--- src/shared/clk_ctrl_pkg.sv ---
// Purpose: Shared constants and types for the system clock select block
// Assumes: One 100 MHz system clock; clock sources arrive as tick enables
// Notes: Register offsets are byte addresses on a 32-bit APB
package clk_ctrl_pkg;
  // Register byte offsets
  localparam logic [7:0] OFS_MAIN_MODE = 8'h00;
  localparam logic [7:0] OFS_CPU_CTRL = 8'h04;
  localparam logic [7:0] OFS_MAIN_OSC = 8'h08;
  localparam logic [7:0] OFS_INT_OSC = 8'h0c;
  localparam logic [7:0] OFS_PIN_MODE = 8'h10;
  localparam logic [7:0] OFS_STAB_SEL = 8'h14;
  // Field positions
  localparam int MAIN_MODE_BIT = 0;
  localparam int MAIN_FLAG_BIT = 1;
  localparam int MAIN_SRC_BIT = 2;
  localparam int CPU_DIV_LSB = 0;
  localparam int CPU_SRC_BIT = 4;
  localparam int CPU_SUB_FLAG_BIT = 5;
  localparam int HS_HALT_BIT = 7;
  localparam int INT_HALT_BIT = 0;
  localparam int INT_READY_BIT = 7;
  localparam int PIN_MODE_BIT = 6;
  localparam int EXT_SEL_BIT = 7;
  localparam int STAB_SEL_LSB = 0;
  // Reset values and limits
  localparam logic [2:0] DIV_RESET = 3'h1;
  localparam logic [2:0] DIV_MAX = 3'h4;
  localparam logic HS_HALT_RESET = 1'b1;
  localparam logic INT_HALT_RESET = 1'b0;
  localparam logic [2:0] STAB_SEL_RESET = 3'h4;
  // Internal oscillator ticks until its accuracy is settled
  localparam logic [15:0] ACC_TICKS = 16'h0040;
  // Stabilization wait is 2^(base + select) high-speed ticks
  localparam logic [3:0] STAB_BASE_SHIFT = 4'h8;
  localparam logic [31:0] DATA_ZERO = 32'h0000_0000;

  typedef enum logic [1:0] {
    PIN_PORT = 2'b00,
    PIN_CRYSTAL = 2'b01,
    PIN_EXT = 2'b10
  } pin_mode_t;

  typedef enum logic [1:0] {
    ST_RUN = 2'b00,
    ST_STOPPED = 2'b01,
    ST_STAB_WAIT = 2'b10
  } stop_state_t;

  typedef enum logic [1:0] {
    SW_IDLE = 2'b00,
    SW_DRAIN = 2'b01,
    SW_ACQ = 2'b10
  } switch_state_t;

  typedef struct packed {
    logic psel;
    logic penable;
    logic pwrite;
    logic [7:0] paddr;
    logic [31:0] pwdata;
  } apb_req_t;

  typedef struct packed {
    logic [31:0] prdata;
    logic pready;
    logic pslverr;
  } apb_rsp_t;
endpackage : clk_ctrl_pkg

--- src/logic/clk_select_stop.sv ---
// Purpose: Main, peripheral and CPU clock selection, oscillator start/stop
// Assumes: Oscillators report ticks; APB slave answers with no wait state
// Notes: Oscillators themselves are analog; this drives their enables
//
// Overview of operation
// - Select and mode both 1: high-speed clock drives main and peripherals.
// - Select 0: internal clock for both; select 1 mode 0: peripherals high-speed.
// - High-speed main clock forces high-speed peripheral clock.
// - CPU source 0: CPU runs on divided main system clock.
// - Division codes 000..100 give /1../16; reset code 001 gives /2.
// - Status flags report internal, high-speed or subsystem CPU source.
// - High-speed halt bit 1 stops crystal or disables external input.
// - Stop instruction enters stop state; crystal or external input stops.
// - Stop state also halts the internal high-speed oscillator.
// - Internal halt bit 0 runs internal oscillator, 1 stops it.
// - Accuracy-ready flag rises once internal oscillator has settled.
// - After reset internal oscillator starts and drives the CPU.
// - Pin bits: 0,1 crystal; 1,1 external input; otherwise port.
// - High-speed halt bit 0 starts crystal or enables external input.
`timescale 1ns/1ps
module clk_select_stop (
  input wire logic i_sys_clk, // System clock, 100 MHz
  input wire logic i_rst_n, // Asynchronous reset, active low
  input wire clk_ctrl_pkg::apb_req_t i_apb, // APB request
  output clk_ctrl_pkg::apb_rsp_t o_apb, // APB response
  input wire logic i_internal_tick, // Internal oscillator tick
  input wire logic i_highspeed_tick, // High-speed system clock tick
  input wire logic i_subsys_tick, // Subsystem clock tick
  input wire logic i_subsys_select, // Unused; CPU source comes from cpu_source_select
  input wire logic i_stop_exec, // Stop instruction executed, pulse
  input wire logic i_stop_release, // Standby release event, pulse
  output logic o_crystal_osc_en, // Crystal oscillator running
  output logic o_ext_clk_in_en, // External clock input enabled
  output logic o_internal_osc_en, // Internal oscillator running
  output clk_ctrl_pkg::pin_mode_t o_pin_mode, // High-speed pin mode
  output logic o_in_stop, // Stop standby or stabilization wait
  output logic o_cpu_clk_en, // CPU clock tick
  output logic o_periph_clk_en // Peripheral clock tick
);
  import clk_ctrl_pkg::*;

  typedef struct packed {
    logic main_source_select;
    logic main_clock_mode_bit;
    logic cpu_source_select;
    logic [2:0] cpu_div;
    logic highspeed_osc_halt;
    logic internal_osc_halt;
    logic external_input_select;
    logic osc_pin_mode_select;
    logic [2:0] stabilization_time_select;
    logic internal_osc_accuracy_ready;
    logic [15:0] acc_cnt;
    stop_state_t stop_st;
    logic [15:0] stab_cnt;
    logic crystal_en;
    logic ext_en;
    logic internal_en;
    pin_mode_t pin_mode;
    logic in_stop;
    apb_rsp_t apb;
  } top_state_t;

  top_state_t state_reg;
  top_state_t state_next;
  logic int_tick;
  logic hs_tick;
  logic main_tick;
  logic main_cur;
  logic periph_cur;
  logic cpu_main_tick;
  logic cpu_cur;
  logic main_is_highspeed_flag;
  logic subsystem_in_use_flag;
  logic main_sel_hs;
  logic periph_sel_hs;
  logic setup;
  logic access;
  logic [15:0] stab_last;
  logic [31:0] rd_word;
  logic rd_ok;

  // A tick while disabled is dropped
  // Sources only tick while their oscillator or input is enabled
  assign int_tick = i_internal_tick & state_reg.internal_en;
  assign hs_tick = i_highspeed_tick &
                   (state_reg.crystal_en | state_reg.ext_en);

  // Main needs both bits; peripherals follow the select bit alone, which
  // also keeps them on the high-speed clock whenever main uses it
  assign main_sel_hs = state_reg.main_source_select &
                       state_reg.main_clock_mode_bit;
  assign periph_sel_hs = state_reg.main_source_select;

  // Gated ticks: a halted source stalls
  // a changeover, never a runt period
  // Main system clock mux
  clk_switch u_main_sw (
    .i_sys_clk(i_sys_clk),
    .i_rst_n(i_rst_n),
    .i_tick_a(int_tick),
    .i_tick_b(hs_tick),
    .i_sel(main_sel_hs),
    .o_tick(main_tick),
    .o_cur_sel(main_cur)
  );

  // Peripheral hardware clock mux
  clk_switch u_periph_sw (
    .i_sys_clk(i_sys_clk),
    .i_rst_n(i_rst_n),
    .i_tick_a(int_tick),
    .i_tick_b(hs_tick),
    .i_sel(periph_sel_hs),
    .o_tick(o_periph_clk_en),
    .o_cur_sel(periph_cur)
  );

  // Main clock divided for the CPU
  cpu_clk_div u_cpu_div (
    .i_sys_clk(i_sys_clk),
    .i_rst_n(i_rst_n),
    .i_tick(main_tick),
    .i_code(state_reg.cpu_div),
    .o_tick(cpu_main_tick)
  );

  // CPU source mux: divided main clock or subsystem clock
  clk_switch u_cpu_sw (
    .i_sys_clk(i_sys_clk),
    .i_rst_n(i_rst_n),
    .i_tick_a(cpu_main_tick),
    .i_tick_b(i_subsys_tick),
    .i_sel(state_reg.cpu_source_select),
    .o_tick(o_cpu_clk_en),
    .o_cur_sel(cpu_cur)
  );

  // Status flags show the source really in use, not the request
  assign subsystem_in_use_flag = cpu_cur;
  assign main_is_highspeed_flag = main_cur;

  // APB phases; no wait state is added,
  // so every access lasts one cycle
  assign setup = i_apb.psel & ~i_apb.penable;
  assign access = i_apb.psel & i_apb.penable & state_reg.apb.pready;

  // Top select gives 2^15 ticks
  // Stabilization wait length from the select field
  assign stab_last = 16'((17'h00001 << (STAB_BASE_SHIFT +
                     4'(state_reg.stabilization_time_select))) - 17'h00001);

  // Reads show state at the setup edge
  // Read mux; reserved bits read as zero
  always_comb begin
    rd_word = DATA_ZERO;
    rd_ok = 1'b1;
    unique case (i_apb.paddr)
      OFS_MAIN_MODE: begin
        rd_word[MAIN_SRC_BIT] = state_reg.main_source_select;
        rd_word[MAIN_FLAG_BIT] = main_is_highspeed_flag;
        rd_word[MAIN_MODE_BIT] = state_reg.main_clock_mode_bit;
      end
      OFS_CPU_CTRL: begin
        rd_word[CPU_SUB_FLAG_BIT] = subsystem_in_use_flag;
        rd_word[CPU_SRC_BIT] = state_reg.cpu_source_select;
        rd_word[CPU_DIV_LSB +: 3] = state_reg.cpu_div;
      end
      OFS_MAIN_OSC: rd_word[HS_HALT_BIT] = state_reg.highspeed_osc_halt;
      OFS_INT_OSC: begin
        rd_word[INT_READY_BIT] = state_reg.internal_osc_accuracy_ready;
        rd_word[INT_HALT_BIT] = state_reg.internal_osc_halt;
      end
      OFS_PIN_MODE: begin
        rd_word[EXT_SEL_BIT] = state_reg.external_input_select;
        rd_word[PIN_MODE_BIT] = state_reg.osc_pin_mode_select;
      end
      OFS_STAB_SEL: begin
        rd_word[STAB_SEL_LSB +: 3] = state_reg.stabilization_time_select;
      end
      default: rd_ok = 1'b0;
    endcase
  end

  // Next state of registers, stop sequencing and oscillator enables
  always_comb begin
    state_next = state_reg;
    // APB: answer is prepared in setup, so access lasts one cycle
    state_next.apb.pready = 1'b0;
    if (setup) begin
      state_next.apb.pready = 1'b1;
      state_next.apb.pslverr = ~rd_ok;
      state_next.apb.prdata = i_apb.pwrite ? DATA_ZERO : rd_word;
    end
    // Writes land at the access edge
    if (access && i_apb.pwrite && rd_ok) begin
      unique case (i_apb.paddr)
        OFS_MAIN_MODE: begin
          state_next.main_source_select = i_apb.pwdata[MAIN_SRC_BIT];
          state_next.main_clock_mode_bit = i_apb.pwdata[MAIN_MODE_BIT];
        end
        OFS_CPU_CTRL: begin
          state_next.cpu_source_select = i_apb.pwdata[CPU_SRC_BIT];
          // A prohibited code leaves the stored ratio untouched
          if (i_apb.pwdata[CPU_DIV_LSB +: 3] <= DIV_MAX) begin
            state_next.cpu_div = i_apb.pwdata[CPU_DIV_LSB +: 3];
          end
        end
        OFS_MAIN_OSC: begin
          state_next.highspeed_osc_halt = i_apb.pwdata[HS_HALT_BIT];
        end
        OFS_INT_OSC: begin
          state_next.internal_osc_halt = i_apb.pwdata[INT_HALT_BIT];
        end
        OFS_PIN_MODE: begin
          state_next.external_input_select = i_apb.pwdata[EXT_SEL_BIT];
          state_next.osc_pin_mode_select = i_apb.pwdata[PIN_MODE_BIT];
        end
        OFS_STAB_SEL: begin
          state_next.stabilization_time_select =
            i_apb.pwdata[STAB_SEL_LSB +: 3];
        end
        default: state_next.apb.pslverr = 1'b1;
      endcase
    end

    // Stop standby sequencing
    // Stop is taken only while running
    unique case (state_reg.stop_st)
      ST_RUN: begin
        // Enables fall one cycle later
        if (i_stop_exec) begin
          state_next.stop_st = ST_STOPPED;
        end
      end
      ST_STOPPED: begin
        state_next.stab_cnt = 16'h0000;
        if (i_stop_release) begin
          // Only a crystal-fed CPU has to wait for the resonator
          if (state_reg.pin_mode == PIN_CRYSTAL && main_cur && !cpu_cur &&
              !state_reg.highspeed_osc_halt) begin
            state_next.stop_st = ST_STAB_WAIT;
          end else begin
            state_next.stop_st = ST_RUN;
          end
        end
      end
      ST_STAB_WAIT: begin
        // Raw ticks: crystal not yet trusted
        if (i_highspeed_tick) begin
          if (state_reg.stab_cnt >= stab_last) begin
            state_next.stop_st = ST_RUN;
          end else begin
            state_next.stab_cnt = state_reg.stab_cnt + 16'h0001;
          end
        end
      end
      default: state_next.stop_st = ST_RUN;
    endcase
    // Registered stop flag, same timing
    state_next.in_stop = state_next.stop_st != ST_RUN;

    // Pin mode from the two selection bits
    if (!state_reg.osc_pin_mode_select) begin
      state_next.pin_mode = PIN_PORT;
    end else if (state_reg.external_input_select) begin
      state_next.pin_mode = PIN_EXT;
    end else begin
      state_next.pin_mode = PIN_CRYSTAL;
    end

    // Nothing refuses halting the CPU's
    // own source; software checks flags
    // High-speed source runs unless halted or in stop; the wait state
    // restarts the crystal so it can settle
    state_next.crystal_en = state_reg.pin_mode == PIN_CRYSTAL &&
      !state_reg.highspeed_osc_halt &&
      state_reg.stop_st != ST_STOPPED;
    state_next.ext_en = state_reg.pin_mode == PIN_EXT &&
      !state_reg.highspeed_osc_halt &&
      state_reg.stop_st == ST_RUN;
    state_next.internal_en = !state_reg.internal_osc_halt &&
      state_reg.stop_st == ST_RUN;

    // Ready falls once the osc stops
    // Accuracy settles after a fixed count of ticks from each start
    if (!state_reg.internal_en) begin
      state_next.acc_cnt = 16'h0000;
      state_next.internal_osc_accuracy_ready = 1'b0;
    end else if (i_internal_tick && !state_reg.internal_osc_accuracy_ready)
    begin
      if (state_reg.acc_cnt >= ACC_TICKS - 16'h0001) begin
        state_next.internal_osc_accuracy_ready = 1'b1;
      end else begin
        state_next.acc_cnt = state_reg.acc_cnt + 16'h0001;
      end
    end
  end

  // State register; internal oscillator runs and feeds the CPU from reset
  // Reset values are all constants
  always_ff @(posedge i_sys_clk or negedge i_rst_n) begin
    if (!i_rst_n) begin
      state_reg.main_source_select <= 1'b0;
      state_reg.main_clock_mode_bit <= 1'b0;
      state_reg.cpu_source_select <= 1'b0;
      state_reg.cpu_div <= DIV_RESET;
      state_reg.highspeed_osc_halt <= HS_HALT_RESET;
      state_reg.internal_osc_halt <= INT_HALT_RESET;
      state_reg.external_input_select <= 1'b0;
      state_reg.osc_pin_mode_select <= 1'b0;
      state_reg.stabilization_time_select <= STAB_SEL_RESET;
      state_reg.internal_osc_accuracy_ready <= 1'b0;
      state_reg.acc_cnt <= 16'h0000;
      state_reg.stop_st <= ST_RUN;
      state_reg.stab_cnt <= 16'h0000;
      state_reg.crystal_en <= 1'b0;
      state_reg.ext_en <= 1'b0;
      state_reg.internal_en <= 1'b1;
      state_reg.pin_mode <= PIN_PORT;
      state_reg.in_stop <= 1'b0;
      state_reg.apb <= '{prdata: DATA_ZERO, pready: 1'b0, pslverr: 1'b0};
    end else begin
      state_reg <= state_next;
    end
  end

  // o_in_stop is a flop of its own
  // Outputs straight from registers
  assign o_apb = state_reg.apb;
  assign o_crystal_osc_en = state_reg.crystal_en;
  assign o_ext_clk_in_en = state_reg.ext_en;
  assign o_internal_osc_en = state_reg.internal_en;
  assign o_pin_mode = state_reg.pin_mode;
  assign o_in_stop = state_reg.in_stop;
endmodule : clk_select_stop

--- src/logic/clk_switch.sv ---
// Purpose: Glitch-free changeover between two clock tick sources
// Assumes: Ticks are one-cycle enables synchronous to i_sys_clk
// Notes: A changeover waits for a tick of the old source, then the new one
`timescale 1ns/1ps
module clk_switch (
  input wire logic i_sys_clk, // System clock
  input wire logic i_rst_n, // Asynchronous reset, active low
  input wire logic i_tick_a, // Source 0 tick
  input wire logic i_tick_b, // Source 1 tick
  input wire logic i_sel, // Requested source
  output logic o_tick, // Selected tick, registered
  output logic o_cur_sel // Source actually in use
);
  import clk_ctrl_pkg::*;

  typedef struct packed {
    switch_state_t st;
    logic cur;
    logic tick;
  } sw_state_t;

  sw_state_t state_reg;
  sw_state_t state_next;
  logic old_tick;
  logic new_tick;

  // Old and new ticks seen from the source in use
  assign old_tick = state_reg.cur ? i_tick_b : i_tick_a;
  assign new_tick = state_reg.cur ? i_tick_a : i_tick_b;

  // No tick passes between the old source's last edge and the new first
  // edge, so no runt period reaches the load; a dead old source stalls it
  always_comb begin
    state_next = state_reg;
    state_next.tick = 1'b0;
    unique case (state_reg.st)
      SW_IDLE: begin
        if (i_sel != state_reg.cur) begin
          state_next.st = SW_DRAIN;
        end else begin
          state_next.tick = old_tick;
        end
      end
      SW_DRAIN: begin
        if (old_tick) begin
          state_next.st = SW_ACQ;
        end
      end
      SW_ACQ: begin
        if (new_tick) begin
          state_next.cur = ~state_reg.cur;
          state_next.st = SW_IDLE;
        end
      end
      default: state_next.st = SW_IDLE;
    endcase
  end

  // State register
  always_ff @(posedge i_sys_clk or negedge i_rst_n) begin
    if (!i_rst_n) begin
      state_reg <= '{st: SW_IDLE, cur: 1'b0, tick: 1'b0};
    end else begin
      state_reg <= state_next;
    end
  end

  assign o_tick = state_reg.tick;
  assign o_cur_sel = state_reg.cur;
endmodule : clk_switch

--- src/logic/cpu_clk_div.sv ---
// Purpose: Power-of-two divider for the CPU clock tick
// Assumes: Input tick is a one-cycle enable
// Notes: A prohibited code keeps the ratio that was last valid
`timescale 1ns/1ps
module cpu_clk_div (
  input wire logic i_sys_clk, // System clock
  input wire logic i_rst_n, // Asynchronous reset, active low
  input wire logic i_tick, // Main system clock tick
  input wire logic [2:0] i_code, // Requested division code
  output logic o_tick // Divided tick, registered
);
  import clk_ctrl_pkg::*;

  typedef struct packed {
    logic [2:0] code;
    logic [3:0] cnt;
    logic tick;
  } div_state_t;

  div_state_t state_reg;
  div_state_t state_next;
  logic [3:0] last;

  // Terminal count is 2^code - 1
  assign last = 4'((5'h01 << state_reg.code) - 5'h01);

  // Ratio changes only at a period boundary to keep periods whole
  always_comb begin
    state_next = state_reg;
    state_next.tick = 1'b0;
    if (i_tick) begin
      if (state_reg.cnt >= last) begin
        state_next.cnt = 4'h0;
        state_next.tick = 1'b1;
        if (i_code <= DIV_MAX) begin
          state_next.code = i_code;
        end
      end else begin
        state_next.cnt = state_reg.cnt + 4'h1;
      end
    end
  end

  // State register
  always_ff @(posedge i_sys_clk or negedge i_rst_n) begin
    if (!i_rst_n) begin
      state_reg <= '{code: DIV_RESET, cnt: 4'h0, tick: 1'b0};
    end else begin
      state_reg <= state_next;
    end
  end

  assign o_tick = state_reg.tick;
endmodule : cpu_clk_div

--- config.mk ---
export PLATFORM = sky130hd
export DESIGN_NAME = clk_select_stop
export DESIGN_NICKNAME = d
export VERILOG_FILES = /design/src/shared/clk_ctrl_pkg.sv /design/src/logic/clk_select_stop.sv /design/src/logic/clk_switch.sv /design/src/logic/cpu_clk_div.sv
export SDC_FILE = /design/constraint.sdc
export NUM_CORES = 1
export LEC_CHECK = 0
export BUFFER_PORTS_ARGS = -buffer_cell sky130_fd_sc_hd__buf_4
export CELL_PAD_IN_SITES_DETAIL_PLACEMENT = 0
export CELL_PAD_IN_SITES_GLOBAL_PLACEMENT = 1
export CORE_UTILIZATION = 42
export DETAILED_ROUTE_END_ITERATION = 8
export GPL_TIMING_DRIVEN = 0
export PLACE_DENSITY_LB_ADDON = 0.1
export SETUP_SLACK_MARGIN = 0.1
export SLEW_MARGIN = 20
export SYNTH_ARGS = -nofsm -noshare
export SYNTH_HDL_FRONTEND = slang
export SYNTH_SLANG_ARGS = --single-unit
--- constraint.sdc ---
create_clock -name i_sys_clk -period 3.2 [get_ports i_sys_clk]
set_input_delay 0.16 -clock i_sys_clk [delete_from_list [all_inputs] [get_ports i_sys_clk]]
set_output_delay 0.16 -clock i_sys_clk [all_outputs]
set_load 0.02 [all_outputs]
==> results.ini <==
[yosys]
synth_top_cell_area_share_pct = 42.6
synthAdderAreaFrac_pct = 4.37
synth_top_family_by_area = simple AND/OR/NAND/NOR gates
netlist_area_um2 = 4580
yosysTopAreaCell = dfrtp_1
synth-seq-cells = 83
synth-edff-count = 0
synth_xor_xnor_area_share_pct = 1.34
synth.area.mux_share_pct = 6.70
synth_compound_area_share_pct = 11.3
syn_inst = 481
ys_warn_count = 0
async_reset_ff_share_pct = 100
synth.top_cells.by_area = dfrtp_1 (43%), buf_4 (5.9%), nand2_1 (4.4%), ha_1 (4.4%), mux2i_1 (3.5%)
ys_seq_area_share_pct = 45.5
ys_types = 56
yosysMostFrequentCell = dfrtp_1
synth_flop_cell = dfrtp_1
syn_avg_cell_area_um2 = 9.52
synth-simple-area-share_pct = 22.3
synth_commonest_cells = dfrtp_1 (78), nand2_1 (54), buf_4 (36)

[routing]
wirelength_um = 9480
first_pass_iters = 4
drtIter0Drc = 198
met3WireLength_um = 445
vias_per_cell = 5.13
routedWlPerCell_um = 13.6
drt-met1-wl_um = 4680
vias = 3571
wl_met2_um = 4250
highest_layer = met4
drcViolationCount = 0
antenna_left = 0

[setup_path]
worst-r2r-setup-slack_ns = 0.47
max_stage_delay_ns = 0.61
cp_num_buf_inv = 1
required_ns = 3.44
cp_max_fo = 10
cp-end-kind = flop
critPathKind = flop to flop
cp_common_cell = a211oi_1
cp_slowest_cell = dfstp_2
worstPathArrival_ns = 2.97
crit_path_start_kind = flop
worst-path-stages = 8
path_cells = nand2_1 > ha_1 > a211oi_1 > o21bai_1 > a211oi_1 > clkbuf_1 > nand4_1 > mux2i_1
reg2reg_depth = 8
cp_top_family = compound AO/OA/AOI/OAI gates

[clocking]
worstSkewPairLatency_ns = 0.36
clk_pin_slew_ns = 0.09
post_cts_resized = 0
cts.sink_count = 83
cts.path.max_buffers = 2
root_buffer = clkbuf_8
tritoncts = built
htreeDepth = 3
cts-buffers-inserted = 9

[hold_path]
worstHoldPathCells = 2
hp-class = input pin to flop

[sta]
maxSlewViolCount = 0
relSlewSlack_pct = 48.1
finalCritPeriodShare_pct = 85.4
finalSetupTns_ns = 0
hold_ws_ns = 0.0134
setup_ws_ns = 0.468
final-setup-viol-count = 0
hold_viol = 0
worstMarginPinSlew_ns = 0.779
rsz0062_at_grt = false
max_freq_mhz = 366
fin_crit_ns = 2.73
skew_ns = 0.0123

[finish]
syn_to_final_growth_pct = 16.3
finalNetCount = 622
diodes = 0
largest_reg_flops = 47
fin_util_pct = 50.9
drive_gt1_share_pct = 18.9

[power]
powerDensity_nw_per_um2 = 465
finalPower_mw = 2.48
p_leak_nw = 2.59
peakVddDrop_uv = 228

[placed_design]
pre_cts_slack_ns = 0.455
dp_hpwl_um = 6940
gp_congestion = 0.796
portBuffers = 38

[die]
core-area_um2 = 10500
dieArea_um2 = 11300
start_util_pct = 43.7
num_io_pins = 93
rows = 37
die_h_um = 106
die_w_um = 106

[status]
status = finished clean

[global_route]
grt_max_degree = 84
overflow = 0
grtUsageTotal_pct = 18.0
grt_pass1_wl_um = 16100
antenna_found_initial = 0
grt_pass1_vias = 3392

[job]
drv_cap = 0

[metal layers]
metal  vias up  GRT usage, %
met5         -             0
met2        83          27.6
met1      1690          25.4
met4         0          5.36
met3         9          4.05
li1       1789             -
[worst register-to-register path, delay by kind of cell (launching register included)]
family	cells	cell delay, ns
AOI/OAI and AO/OA	3	0.86
adders and majority gates	1	0.31
and+or+nand+nor	2	0.27
DFF	1	0.61
muxes	1	0.15
buffers and inverters	1	0.43
[timing repair]
item	in CTS	in global routing
buffers inserted	0	0
hold endpoints to repair	0	78
hold buffers	0	1
[final timing paths]
path	startpoint	to
max	state_reg[77]	state_reg[51]
min in group asynchronous	i_rst_n	state_reg[67]
min reg2reg	state_reg[79]	o_pin_mode[0]
max reg2reg	state_reg[77]	state_reg[51]
min	i_apb[4]	state_reg[85]
max in group asynchronous	i_rst_n	o_apb[4]
[cell usage in the layout (no fill, tap or decap), types with 12 or more instances in the layout]
cell type and n:
a21oi_1 12, mux2i_1 16, nand4_1 12, and2_1 15
buf_4 73, dfrtp_1 78, ha_1 16, nand2_1 54
nor3_1 14, nand3_1 20, clkbuf_1 16, conb_1 26
nor2_1 34, o21ai_0 20
[where the power goes]
| part | leakage [nW] | switching (mW) | internal (mW) |
|---|---|---|---|
| Combinational | 1.39 | 0.311 | 0.235 |
| Clock | 0.0855 | 0.407 | 0.310 |
| Sequential | 1.12 | 0.0761 | 1.14 |
| Total | 2.59 | 0.794 | 1.68 |
[layout make-up]
cell class | instances | area, µm²
buffer | 53 | 334
clock buffer | 10 | 138
multi-input combinational | 357 | 2200
sequential | 83 | 2080
clock inverter | 6 | 48.8
inverter | 12 | 45.0
fill | 1001 | 5140
timing repair buffer | 39 | 299
tap | 136 | 170
[kinds of logic (layout without fill, tap and decap cells)]
family / Yosys count / in the layout
AND/OR/NAND/NOR: 198 / 198
flip-flops: 83 / 83
AO/OA/AOI/OAI: 81 / 81
buffers and inverters: 65 / 120
multiplexers: 29 / 29
adder cells (fa/ha/maj): 16 / 16
XOR/XNOR: 7 / 7
other: 2 / 26
[per-stage QoR]
step | std cells | area [µm²]
2_1_floorplan | 505 | 4670
3_3_place_gp | 679 | 5120
3_5_place_dp | 679 | 5120
6_report | 696 | 5320
4_1_cts | 695 | 5310
5_1_grt | 696 | 5320
(Power assumes the default switching activity.)
